`src/rtl/tdc_pkg.sv`:
```
// Constants for the trim and dither configuration register bank.
// Assumes a 32-bit classic Wishbone bus with one byte of data per word.
package tdc_pkg;

	// ----------------------------------------------------------------
	// Bus shape
	// ----------------------------------------------------------------
	localparam int TDC_ADR_W = 12;
	localparam int TDC_DAT_W = 32;
	localparam int TDC_SEL_W = 4;
	localparam int TDC_REG_W = 8;
	localparam int TDC_IDX_W = 10;
	localparam int TDC_ADR_LSB = 2;
	localparam int TDC_LANE = 0;
	localparam logic [TDC_DAT_W-1:0] TDC_RD_ZERO = 32'h0000_0000;

	// ----------------------------------------------------------------
	// Register entries, word index, byte address is four times it
	// ----------------------------------------------------------------
	localparam int TDC_NREG = 7;
	localparam int TDC_E_GAIN_A = 0;
	localparam int TDC_E_GAIN_B = 1;
	localparam int TDC_E_VREF = 2;
	localparam int TDC_E_TERM_A = 3;
	localparam int TDC_E_TERM_B = 4;
	localparam int TDC_E_DITH = 5;
	localparam int TDC_E_SKEW = 6;

	localparam logic [TDC_IDX_W-1:0] TDC_IDX [TDC_NREG] = '{
		10'h07a, 10'h07b, 10'h07c, 10'h07e, 10'h07f, 10'h09d, 10'h102
	};

	// Entries whose value comes from the fuse word after reset
	localparam logic [TDC_NREG-1:0] TDC_HAS_FUSE = 7'h5f;

	// ----------------------------------------------------------------
	// Reset values and fields
	// ----------------------------------------------------------------
	localparam logic [TDC_REG_W-1:0] TDC_ZERO_RST = 8'h00;
	localparam logic [TDC_REG_W-1:0] TDC_DITH_RST = 8'h01;
	localparam logic [3:0] TDC_VREF_RSVD_RST = 4'h0;
	localparam int TDC_VREF_ADJ_W = 4;
	localparam int TDC_DITH_EN_BIT = 0;
	localparam int TDC_DITH_AMP_BIT = 1;
	localparam int TDC_DITH_ERR_BIT = 2;

endpackage

```
`src/rtl/tdc_sync3.sv`:
```
// Three-stage level synchroniser with agreement filter.
// Assumes the input is a slow level from outside the core_clk domain.
`timescale 1ns/1ns
module tdc_sync3 (
	input wire logic core_clk,
	input wire logic rst,
	input wire logic clk_en,
	input wire logic async_i,
	output logic level_o
);
	logic s1_q;
	logic s2_q;
	logic s3_q;

	// First stage feeds only the second one
	always_ff @(posedge core_clk or posedge rst) begin
		if (rst) begin
			s1_q <= 1'b0;
			s2_q <= 1'b0;
			s3_q <= 1'b0;
		end else if (clk_en) begin
			s1_q <= async_i;
			s2_q <= s1_q;
			s3_q <= s2_q;
		end
	end

	// A change counts once the late stages agree
	always_ff @(posedge core_clk or posedge rst) begin
		if (rst) begin
			level_o <= 1'b0;
		end else if (clk_en && (s2_q == s3_q)) begin
			level_o <= s3_q;
		end
	end
endmodule

```
`src/rtl/tdc_fuse_load.sv`:
```
// One-shot fuse load strobe after reset release.
// Assumes fuse values are stable from reset release onward.
`timescale 1ns/1ns
module tdc_fuse_load (
	input wire logic core_clk,
	input wire logic rst,
	input wire logic clk_en,
	output logic load_o,
	output logic done_o
);
	// Fuses are caught by a clocked load, never by the reset itself
	always_ff @(posedge core_clk or posedge rst) begin
		if (rst) begin
			done_o <= 1'b0;
			load_o <= 1'b0;
		end else if (clk_en) begin
			done_o <= 1'b1;
			load_o <= !done_o;
		end
	end
endmodule

```
`src/rtl/tdc_regs.sv`:
```
// Trim and dither configuration register bank, Wishbone slave.
// Assumes fuse values from same-clock logic and an external mode pin.
`timescale 1ns/1ns
module tdc_regs (
	input wire logic core_clk,
	input wire logic rst,
	input wire logic clk_en,
	input wire logic [tdc_pkg::TDC_ADR_W-1:0] wb_adr_i,
	input wire logic [tdc_pkg::TDC_DAT_W-1:0] wb_dat_i,
	input wire logic [tdc_pkg::TDC_SEL_W-1:0] wb_sel_i,
	input wire logic wb_we_i,
	input wire logic wb_cyc_i,
	input wire logic wb_stb_i,
	output logic [tdc_pkg::TDC_DAT_W-1:0] wb_dat_o,
	output logic wb_ack_o,
	input wire logic [tdc_pkg::TDC_REG_W-1:0] fuse_gain_a,
	input wire logic [tdc_pkg::TDC_REG_W-1:0] fuse_gain_b,
	input wire logic [tdc_pkg::TDC_VREF_ADJ_W-1:0] fuse_vref,
	input wire logic [tdc_pkg::TDC_REG_W-1:0] fuse_term_a,
	input wire logic [tdc_pkg::TDC_REG_W-1:0] fuse_term_b,
	input wire logic [tdc_pkg::TDC_REG_W-1:0] fuse_skew,
	input wire logic dual_channel_mode,
	output logic [tdc_pkg::TDC_REG_W-1:0] channel_a_gain_adjust,
	output logic [tdc_pkg::TDC_REG_W-1:0] channel_b_gain_adjust,
	output logic [tdc_pkg::TDC_REG_W-1:0] reference_voltage_adjust,
	output logic [tdc_pkg::TDC_REG_W-1:0] input_a_termination_adjust,
	output logic [tdc_pkg::TDC_REG_W-1:0] input_b_termination_adjust,
	output logic dither_enable,
	output logic dither_amplitude_select,
	output logic rounding_error_target,
	output logic [tdc_pkg::TDC_REG_W-1:0] bank0_phase0_skew_adjust,
	output logic skew_active
);
	import tdc_pkg::*;

	// ----------------------------------------------------------------
	// Internal signals
	// ----------------------------------------------------------------
	logic [TDC_REG_W-1:0] regs_q [TDC_NREG];
	logic [TDC_REG_W-1:0] fuse_word [TDC_NREG];
	logic [TDC_NREG-1:0] hit;
	logic [TDC_NREG-1:0] wr_en;
	logic [TDC_IDX_W-1:0] idx;
	logic [TDC_REG_W-1:0] wr_byte;
	logic [TDC_REG_W-1:0] rd_byte;
	logic req;
	logic any_hit;
	logic load;
	logic load_done;
	logic dual_level;

	// ----------------------------------------------------------------
	// Helpers
	// ----------------------------------------------------------------
	tdc_sync3 u_sync (
		.core_clk(core_clk),
		.rst(rst),
		.clk_en(clk_en),
		.async_i(dual_channel_mode),
		.level_o(dual_level)
	);

	tdc_fuse_load u_fuse (
		.core_clk(core_clk),
		.rst(rst),
		.clk_en(clk_en),
		.load_o(load),
		.done_o(load_done)
	);

	// ----------------------------------------------------------------
	// Fuse and reset words per entry
	// ----------------------------------------------------------------
	assign fuse_word[TDC_E_GAIN_A] = fuse_gain_a;
	assign fuse_word[TDC_E_GAIN_B] = fuse_gain_b;
	assign fuse_word[TDC_E_VREF] = {TDC_VREF_RSVD_RST, fuse_vref};
	assign fuse_word[TDC_E_TERM_A] = fuse_term_a;
	assign fuse_word[TDC_E_TERM_B] = fuse_term_b;
	assign fuse_word[TDC_E_DITH] = TDC_DITH_RST;
	assign fuse_word[TDC_E_SKEW] = fuse_skew;

	// ----------------------------------------------------------------
	// Bus decode
	// ----------------------------------------------------------------
	assign idx = wb_adr_i[TDC_ADR_W-1:TDC_ADR_LSB];
	assign wr_byte = wb_dat_i[TDC_LANE*TDC_REG_W +: TDC_REG_W];
	// One request per cycle window; ack high blocks a second take
	assign req = clk_en && wb_cyc_i && wb_stb_i && !wb_ack_o;

	always_comb begin
		rd_byte = TDC_ZERO_RST;
		any_hit = 1'b0;
		for (int i = 0; i < TDC_NREG; i++) begin
			if (hit[i]) begin
				rd_byte = regs_q[i];
				any_hit = 1'b1;
			end
		end
	end

	// ----------------------------------------------------------------
	// Register storage
	// ----------------------------------------------------------------
	// Reset gives a known value; fuse data only lands on the load
	// strobe, since a port value may not enter an async reset.
	generate
		for (genvar g = 0; g < TDC_NREG; g++) begin : g_reg
			// Constant, so the async branch never samples a net
			localparam logic [TDC_REG_W-1:0] RST_VAL =
				(g == TDC_E_DITH) ? TDC_DITH_RST : TDC_ZERO_RST;
			assign hit[g] = (idx == TDC_IDX[g]);
			assign wr_en[g] = req && wb_we_i && wb_sel_i[TDC_LANE] &&
				hit[g];
			always_ff @(posedge core_clk or posedge rst) begin
				if (rst) begin
					regs_q[g] <= RST_VAL;
				end else if (clk_en) begin
					if (load && TDC_HAS_FUSE[g]) begin
						regs_q[g] <= fuse_word[g];
					end else if (wr_en[g]) begin
						regs_q[g] <= wr_byte;
					end
				end
			end
		end
	endgenerate

	// ----------------------------------------------------------------
	// Bus answer
	// ----------------------------------------------------------------
	// Every access, mapped or not, is acked one cycle after the take
	always_ff @(posedge core_clk or posedge rst) begin
		if (rst) begin
			wb_ack_o <= 1'b0;
		end else if (clk_en) begin
			wb_ack_o <= req;
		end
	end

	// Unmapped reads and the upper lanes return zero
	always_ff @(posedge core_clk or posedge rst) begin
		if (rst) begin
			wb_dat_o <= TDC_RD_ZERO;
		end else if (clk_en && req) begin
			if (!wb_we_i && any_hit) begin
				wb_dat_o <= {{(TDC_DAT_W-TDC_REG_W){1'b0}}, rd_byte};
			end else begin
				wb_dat_o <= TDC_RD_ZERO;
			end
		end
	end

	// ----------------------------------------------------------------
	// Control outputs
	// ----------------------------------------------------------------
	// Trims drive the analog side straight from storage, no commit step
	assign channel_a_gain_adjust = regs_q[TDC_E_GAIN_A];
	assign channel_b_gain_adjust = regs_q[TDC_E_GAIN_B];
	assign reference_voltage_adjust = regs_q[TDC_E_VREF];
	assign input_a_termination_adjust = regs_q[TDC_E_TERM_A];
	assign input_b_termination_adjust = regs_q[TDC_E_TERM_B];
	assign dither_enable = regs_q[TDC_E_DITH][TDC_DITH_EN_BIT];
	assign dither_amplitude_select =
		regs_q[TDC_E_DITH][TDC_DITH_AMP_BIT];
	assign rounding_error_target =
		regs_q[TDC_E_DITH][TDC_DITH_ERR_BIT];

	// Skew only reaches bank 0 in dual-channel mode; a neutral zero
	// otherwise, one cycle behind the stored value.
	always_ff @(posedge core_clk or posedge rst) begin
		if (rst) begin
			bank0_phase0_skew_adjust <= TDC_ZERO_RST;
			skew_active <= 1'b0;
		end else if (clk_en) begin
			skew_active <= dual_level;
			if (dual_level) begin
				bank0_phase0_skew_adjust <= regs_q[TDC_E_SKEW];
			end else begin
				bank0_phase0_skew_adjust <= TDC_ZERO_RST;
			end
		end
	end

	// ----------------------------------------------------------------
	// Assertions
	// ----------------------------------------------------------------
	property p_gain_a_write;
		@(posedge core_clk) disable iff (rst)
		(wr_en[TDC_E_GAIN_A] && !load) |=>
			channel_a_gain_adjust == $past(wr_byte);
	endproperty
	a_gain_a_write: assert property (p_gain_a_write)
		else $error("gain A write not applied");

	property p_gain_b_write;
		@(posedge core_clk) disable iff (rst)
		(wr_en[TDC_E_GAIN_B] && !load) |=>
			channel_b_gain_adjust == $past(wr_byte);
	endproperty
	a_gain_b_write: assert property (p_gain_b_write)
		else $error("gain B write not applied");

	property p_vref_fuse;
		@(posedge core_clk) disable iff (rst)
		(load && clk_en) |=>
			reference_voltage_adjust ==
			{TDC_VREF_RSVD_RST, $past(fuse_vref)};
	endproperty
	a_vref_fuse: assert property (p_vref_fuse)
		else $error("reference trim fuse load wrong");

	property p_term_a_fuse;
		@(posedge core_clk) disable iff (rst)
		(load && clk_en) |=>
			input_a_termination_adjust == $past(fuse_term_a);
	endproperty
	a_term_a_fuse: assert property (p_term_a_fuse)
		else $error("termination A fuse load wrong");

	property p_term_b_write;
		@(posedge core_clk) disable iff (rst)
		(wr_en[TDC_E_TERM_B] && !load) |=>
			input_b_termination_adjust == $past(wr_byte);
	endproperty
	a_term_b_write: assert property (p_term_b_write)
		else $error("termination B write not applied");

	property p_dith_reset;
		@(posedge core_clk) disable iff (rst)
		load |-> (regs_q[TDC_E_DITH] == TDC_DITH_RST && dither_enable);
	endproperty
	a_dith_reset: assert property (p_dith_reset)
		else $error("dither control not at reset value");

	property p_dith_amp;
		@(posedge core_clk) disable iff (rst)
		wr_en[TDC_E_DITH] |=>
			dither_amplitude_select ==
			$past(wr_byte[TDC_DITH_AMP_BIT]) &&
			rounding_error_target == $past(wr_byte[TDC_DITH_ERR_BIT]);
	endproperty
	a_dith_amp: assert property (p_dith_amp)
		else $error("dither field write not applied");

	property p_skew_gate;
		@(posedge core_clk) disable iff (rst)
		(clk_en && !dual_level) |=>
			bank0_phase0_skew_adjust == TDC_ZERO_RST && !skew_active;
	endproperty
	a_skew_gate: assert property (p_skew_gate)
		else $error("skew applied outside dual-channel mode");

	property p_skew_pass;
		@(posedge core_clk) disable iff (rst)
		(clk_en && dual_level) |=>
			bank0_phase0_skew_adjust == $past(regs_q[TDC_E_SKEW]);
	endproperty
	a_skew_pass: assert property (p_skew_pass)
		else $error("skew not applied in dual-channel mode");

	property p_read_live;
		@(posedge core_clk) disable iff (rst)
		(req && !wb_we_i && hit[TDC_E_GAIN_A]) |=>
			wb_ack_o && wb_dat_o == {{(TDC_DAT_W-TDC_REG_W){1'b0}},
			$past(regs_q[TDC_E_GAIN_A])};
	endproperty
	a_read_live: assert property (p_read_live)
		else $error("read did not return live value");

	property p_ack_once;
		@(posedge core_clk) disable iff (rst)
		(wb_ack_o && clk_en) |=> !wb_ack_o;
	endproperty
	a_ack_once: assert property (p_ack_once)
		else $error("ack held for more than one cycle");

	property p_gain_a_fuse;
		@(posedge core_clk) disable iff (rst)
		(load && clk_en) |=>
			channel_a_gain_adjust == $past(fuse_gain_a);
	endproperty
	a_gain_a_fuse: assert property (p_gain_a_fuse)
		else $error("gain A fuse load wrong");

	property p_gain_b_fuse;
		@(posedge core_clk) disable iff (rst)
		(load && clk_en) |=>
			channel_b_gain_adjust == $past(fuse_gain_b);
	endproperty
	a_gain_b_fuse: assert property (p_gain_b_fuse)
		else $error("gain B fuse load wrong");

	property p_vref_write;
		@(posedge core_clk) disable iff (rst)
		(wr_en[TDC_E_VREF] && !load) |=>
			reference_voltage_adjust == $past(wr_byte);
	endproperty
	a_vref_write: assert property (p_vref_write)
		else $error("reference trim write not applied");

	property p_term_a_write;
		@(posedge core_clk) disable iff (rst)
		(wr_en[TDC_E_TERM_A] && !load) |=>
			input_a_termination_adjust == $past(wr_byte);
	endproperty
	a_term_a_write: assert property (p_term_a_write)
		else $error("termination A write not applied");

	property p_term_b_fuse;
		@(posedge core_clk) disable iff (rst)
		(load && clk_en) |=>
			input_b_termination_adjust == $past(fuse_term_b);
	endproperty
	a_term_b_fuse: assert property (p_term_b_fuse)
		else $error("termination B fuse load wrong");

	property p_dith_hold;
		@(posedge core_clk) disable iff (rst)
		(load && !wr_en[TDC_E_DITH]) |=>
			$stable(regs_q[TDC_E_DITH]);
	endproperty
	a_dith_hold: assert property (p_dith_hold)
		else $error("fuse load disturbed dither control");

	property p_skew_fuse;
		@(posedge core_clk) disable iff (rst)
		(load && clk_en) |=>
			regs_q[TDC_E_SKEW] == $past(fuse_skew);
	endproperty
	a_skew_fuse: assert property (p_skew_fuse)
		else $error("skew fuse load wrong");

	property p_freeze;
		@(posedge core_clk) disable iff (rst)
		!clk_en |=> $stable(wb_ack_o) && $stable(wb_dat_o) &&
			$stable(skew_active) && $stable(bank0_phase0_skew_adjust) &&
			$stable(channel_a_gain_adjust);
	endproperty
	a_freeze: assert property (p_freeze)
		else $error("state moved while clock enable low");

	c_write_gain: cover property (@(posedge core_clk) disable iff (rst)
		wr_en[TDC_E_GAIN_A] ##2 wb_ack_o == 1'b0);
	c_read_dith: cover property (@(posedge core_clk) disable iff (rst)
		req && !wb_we_i && hit[TDC_E_DITH]);
	c_skew_on: cover property (@(posedge core_clk) disable iff (rst)
		$rose(skew_active));
	c_unmapped: cover property (@(posedge core_clk) disable iff (rst)
		req && !any_hit && load_done);
endmodule

```
`config.mk`:
```
export PLATFORM = sky130hd
export DESIGN_NAME = tdc_regs
export DESIGN_NICKNAME = d
export VERILOG_FILES = /design/src/rtl/tdc_pkg.sv /design/src/rtl/tdc_sync3.sv /design/src/rtl/tdc_fuse_load.sv /design/src/rtl/tdc_regs.sv
export SDC_FILE = /design/constraint.sdc
export NUM_CORES = 1
export LEC_CHECK = 0
export BUFFER_PORTS_ARGS = -buffer_cell sky130_fd_sc_hd__buf_2
export CORE_MARGIN = 4
export CORE_UTILIZATION = 49
export DETAILED_ROUTE_END_ITERATION = 8
export PLACE_DENSITY = 0.92
export SLEW_MARGIN = 20
export SYNTH_ARGS = -nofsm -noshare
export SYNTH_HDL_FRONTEND = slang
export SYNTH_SLANG_ARGS = --single-unit
```
`constraint.sdc`:
```
create_clock -name core_clk -period 2.7 [get_ports core_clk]
set_input_delay 0.405 -clock core_clk [delete_from_list [all_inputs] [get_ports core_clk]]
set_output_delay 0.405 -clock core_clk [all_outputs]
set_load 0.01 [all_outputs]
```
==> impl_metrics.csv <==
group,metric,value,unit
run_status,status,"completed",
routing,avgRoutedWirePerCell,19.9,um
place,gp_congestion,0.923,
worst_setup_path,cp_slowest_stage_delay,0.59,ns
global_routing,grt-ovfl-total,0,
worst_setup_path,cp.arrival,2.40,ns
floorplan,coreArea,0.00881,mm2
place,port_buffers,130,
sta,setup_ws,0.546,ns
sta,fmax,464,MHz
sta,final-hold-violation-count,0,
worst_setup_path,crit_type,"flip-flop to flip-flop",
clock_tree,clk_path_buf_depth,2,
routing,drtIter0Drc,301,
yosys,synth_edf_count,0,
layout,n_antenna_cell,0,
yosys,synth_flop_cell,"dfrtp_1",
layout,utilization,0.572,
pwr,p_switching,0.00103,W
pwr,p_seq_frac,0.496,
clock_tree,cts_max_level,3,
floorplan,pin_count,184,
floorplan,die_h,104,um
clock_tree,cts_setup_buffers,0,
worst_setup_path,reg2reg_slack,0.55,ns
routing,dr.pass1.iters,5,
floorplan,rows,34,
yosys,synthArstFlopShare,1.00,
routing,ant_nets,0,
layout,areaGrowthSynthToFinish,12.0,%
worst_setup_path,crit_path_end_kind,"flip-flop",
routing,routed_via_density,5.78,
worst_setup_path,startpoint_type,"flip-flop",
pwr,power.density,605,mW/mm2
sta,rsz0062_at_grt,"false",
clock_tree,cts_buffers,9,
clock_tree,clock-root-buffer,"clkbuf_8",
global_routing,grt_pass1_wl,20.8,mm
yosys,synth.mux.area_fraction,0.0518,
place,dp_hpwl,10.0,mm
layout,stdcell_count,675,
pwr,clock_power_share,0.271,
worst_setup_path,crit_required,2.94,ns
floorplan,dieArea,0.0108,mm2
floorplan,fp.dieW,104,um
routing,vias,3904,
sta,setup-tns-final,0,ns
layout,nets,661,
pwr,ir_drop,0.236,mV
clock_tree,cts_tree,"built",
yosys,ys_warn_count,0,
layout,layout_common_cells,"buf_2, dfrtp_1, a21oi_1, nand2_1, o21ai_0",
yosys,synth_top_family_by_area,"compound AO/OA/AOI/OAI gates",
yosys,synthDistinctLibCells,55,
yosys,yosysSeqAreaShare,0.445,
clock_tree,clk_latency,0.35,ns
place,dpl_worst_slack,0.303,ns
clock_tree,cts.sinks,80,
clock_tree,ctsResizeCount,0,
sta,final.period_utilization,0.798,
sta,slew_headroom,0.443,
sta,slew_viol_final,0,
worst_setup_path,cpLargestDelayFamily,"simple AND/OR/NAND/NOR gates",
clock_tree,cts-hold-fix-buffers,0,
sta,skew,0.00547,ns
pwr,p_int,0.00202,W
floorplan,initial_core_util,0.511,
routing,routed_wirelength,13.5,mm
yosys,synthAdderAreaFrac,0,
global_routing,grt_max_degree,48,
global_routing,first_global_vias,3984,
worst_setup_path,slowest_stage,"nor4b_4",
pwr,leakage,2.37,nW
pwr,switching_share,0.338,
layout,n_fill_cell,766,
sta,setup_viol,0,
yosys,synthSimpleGateAreaFrac,0.134,
worst_setup_path,crit_chain,"nand4b_4, or2_1, nor4b_4, nand2b_2, o221a_1",
yosys,ys_seq_elements,80,
place,placedCellCount,659,
routing,drc,0,
sta,period_minus_slack,2.15,ns
worst_setup_path,critical_path_peak_fanout,9,
sta,timing.hold.ws,0.142,ns
clock_tree,cts.clk_slew.worst_paths,0.09,ns
yosys,synth.cell_area,0.00450,mm2
yosys,syn-instance-count,475,
worst_setup_path,path_buf_inv,0,
global_routing,grt_antenna_before_repair,0,
worst_hold_path,hp-class,"primary input to async pin",
yosys,synth-compound-area-share,0.223,
yosys,syn_avg_cell_area,9.47,um2
job,cap_violations,0,
sta,worst_slew_pin_slew,0.833,ns
pwr,combPwrFrac,0.233,
layout,layout-drive-gt1-share,0.339,
layout,layout_commonest_cell,"buf_2",
global_routing,grt_usage,0.246,
yosys,synthXorXnorAreaFrac,0,
## power by group through the flow
stage	sequential, W	clock, W	combinational (W)
5_1_grt	0.00153	0.000885	0.000780
3_5_place_dp	0.00154	0	0.000706
3_3_place_gp	0.00152	0	0.000684
4_1_cts	0.00151	0.000835	0.000709
6_report	0.00151	0.000824	0.000710
2_1_floorplan	0.00149	0	0.000585
## final cells by class
cell class / instances / area (um2) / share of cell area
multi-input cells: 317 / 1940 / 0.385
repair buffers: 140 / 726 / 0.144
inverters: 14 / 52.6 / 0.0104
well taps: 108 / 135 / 0.0268
flip-flops and latches: 80 / 2000 / 0.398
clock buffers: 11 / 141 / 0.0281
clock inverters: 5 / 40.0 / 0.00795
## state kept, by name, summed over array words and instances (netlist names), 8 cells and up
register and count:
channel_a_gain_adjust 8, input_b_termination_adjust 8, input_a_termination_adjust 8, wb_dat_o 8, regs_q 13, channel_b_gain_adjust 8
reference_voltage_adjust 8, bank0_phase0_skew_adjust 8
## cells in the mapped netlist, types with 2 or more instances
cell | n | share of area
or3_1 | 5 | 0.0070
o21ai_1 | 16 | 0.018
and2_1 | 2 | 0.0028
o21ai_0 | 30 | 0.033
mux2i_1 | 3 | 0.0067
nand3b_1 | 2 | 0.0033
o221a_1 | 4 | 0.010
o2bb2ai_1 | 7 | 0.014
dfrtp_1 | 79 | 0.44
and4b_1 | 2 | 0.0045
a222oi_1 | 6 | 0.013
a22oi_1 | 6 | 0.010
nor3_1 | 2 | 0.0022
clkbuf_1 | 15 | 0.013
nand2b_1 | 2 | 0.0028
or4b_1 | 2 | 0.0045
buf_4 | 66 | 0.11
o41a_1 | 2 | 0.0050
nand2_1 | 53 | 0.044
buf_6 | 3 | 0.0075
o21ai_2 | 4 | 0.0078
inv_1 | 14 | 0.012
or2_2 | 2 | 0.0028
nand3_1 | 2 | 0.0022
o21a_1 | 6 | 0.010
mux2_2 | 18 | 0.045
nor2_1 | 15 | 0.013
buf_1 | 2 | 0.0017
o22ai_1 | 10 | 0.014
a21oi_1 | 62 | 0.069
o31ai_1 | 2 | 0.0033
nor2b_1 | 8 | 0.011
## through the flow
| stage | total power, W | instance area (um2) |
|---|---|---|
| floorplan | 0.00208 | 4580 |
| detailed placement | 0.00224 | 4850 |
| finish | 0.00305 | 5040 |
| CTS | 0.00306 | 5030 |
| global placement | 0.00220 | 4850 |
| global route | 0.00320 | 5040 |
## worst register-to-register path, stage by stage (launching register included)
cell and delay, ns:
dfrtp_1 0.41, nand4b_4 0.19, or2_1 0.40, nor4b_4 0.60, nand2b_2 0.19, o221a_1 0.26
## layer usage
layer	part of all wire	wire length [um]	vias to the layer above	global-route usage
met5	0	0	-	0
met1	0.39	5230	1848	0.303
met3	0.088	1190	47	0.0609
met2	0.48	6480	225	0.404
li1	-	-	1784	-
met4	0.041	556	0	0.118
## path summary, 6_finish.rpt
check                                        from  cells after the start                             to
worst min-delay path                          rst                      3  input_a_termination_adjust[2]
min in group core_clk           dual_channel_mode                      2                    u_sync.s1_q
worst min register to register      u_fuse.done_o                      1                  u_fuse.load_o
worst max register to register           wb_ack_o                      5    reference_voltage_adjust[1]
worst max-delay path                     wb_ack_o                      5    reference_voltage_adjust[1]
max in group asynchronous                     rst                      3    reference_voltage_adjust[4]
## logic make-up after synthesis
logic type      Yosys count
other cells               1
compound gates          162
simple gates            110
flops                    80
mux                      21
buf+inv                 101
Note: power is estimated with default switching activity, not from simulation.
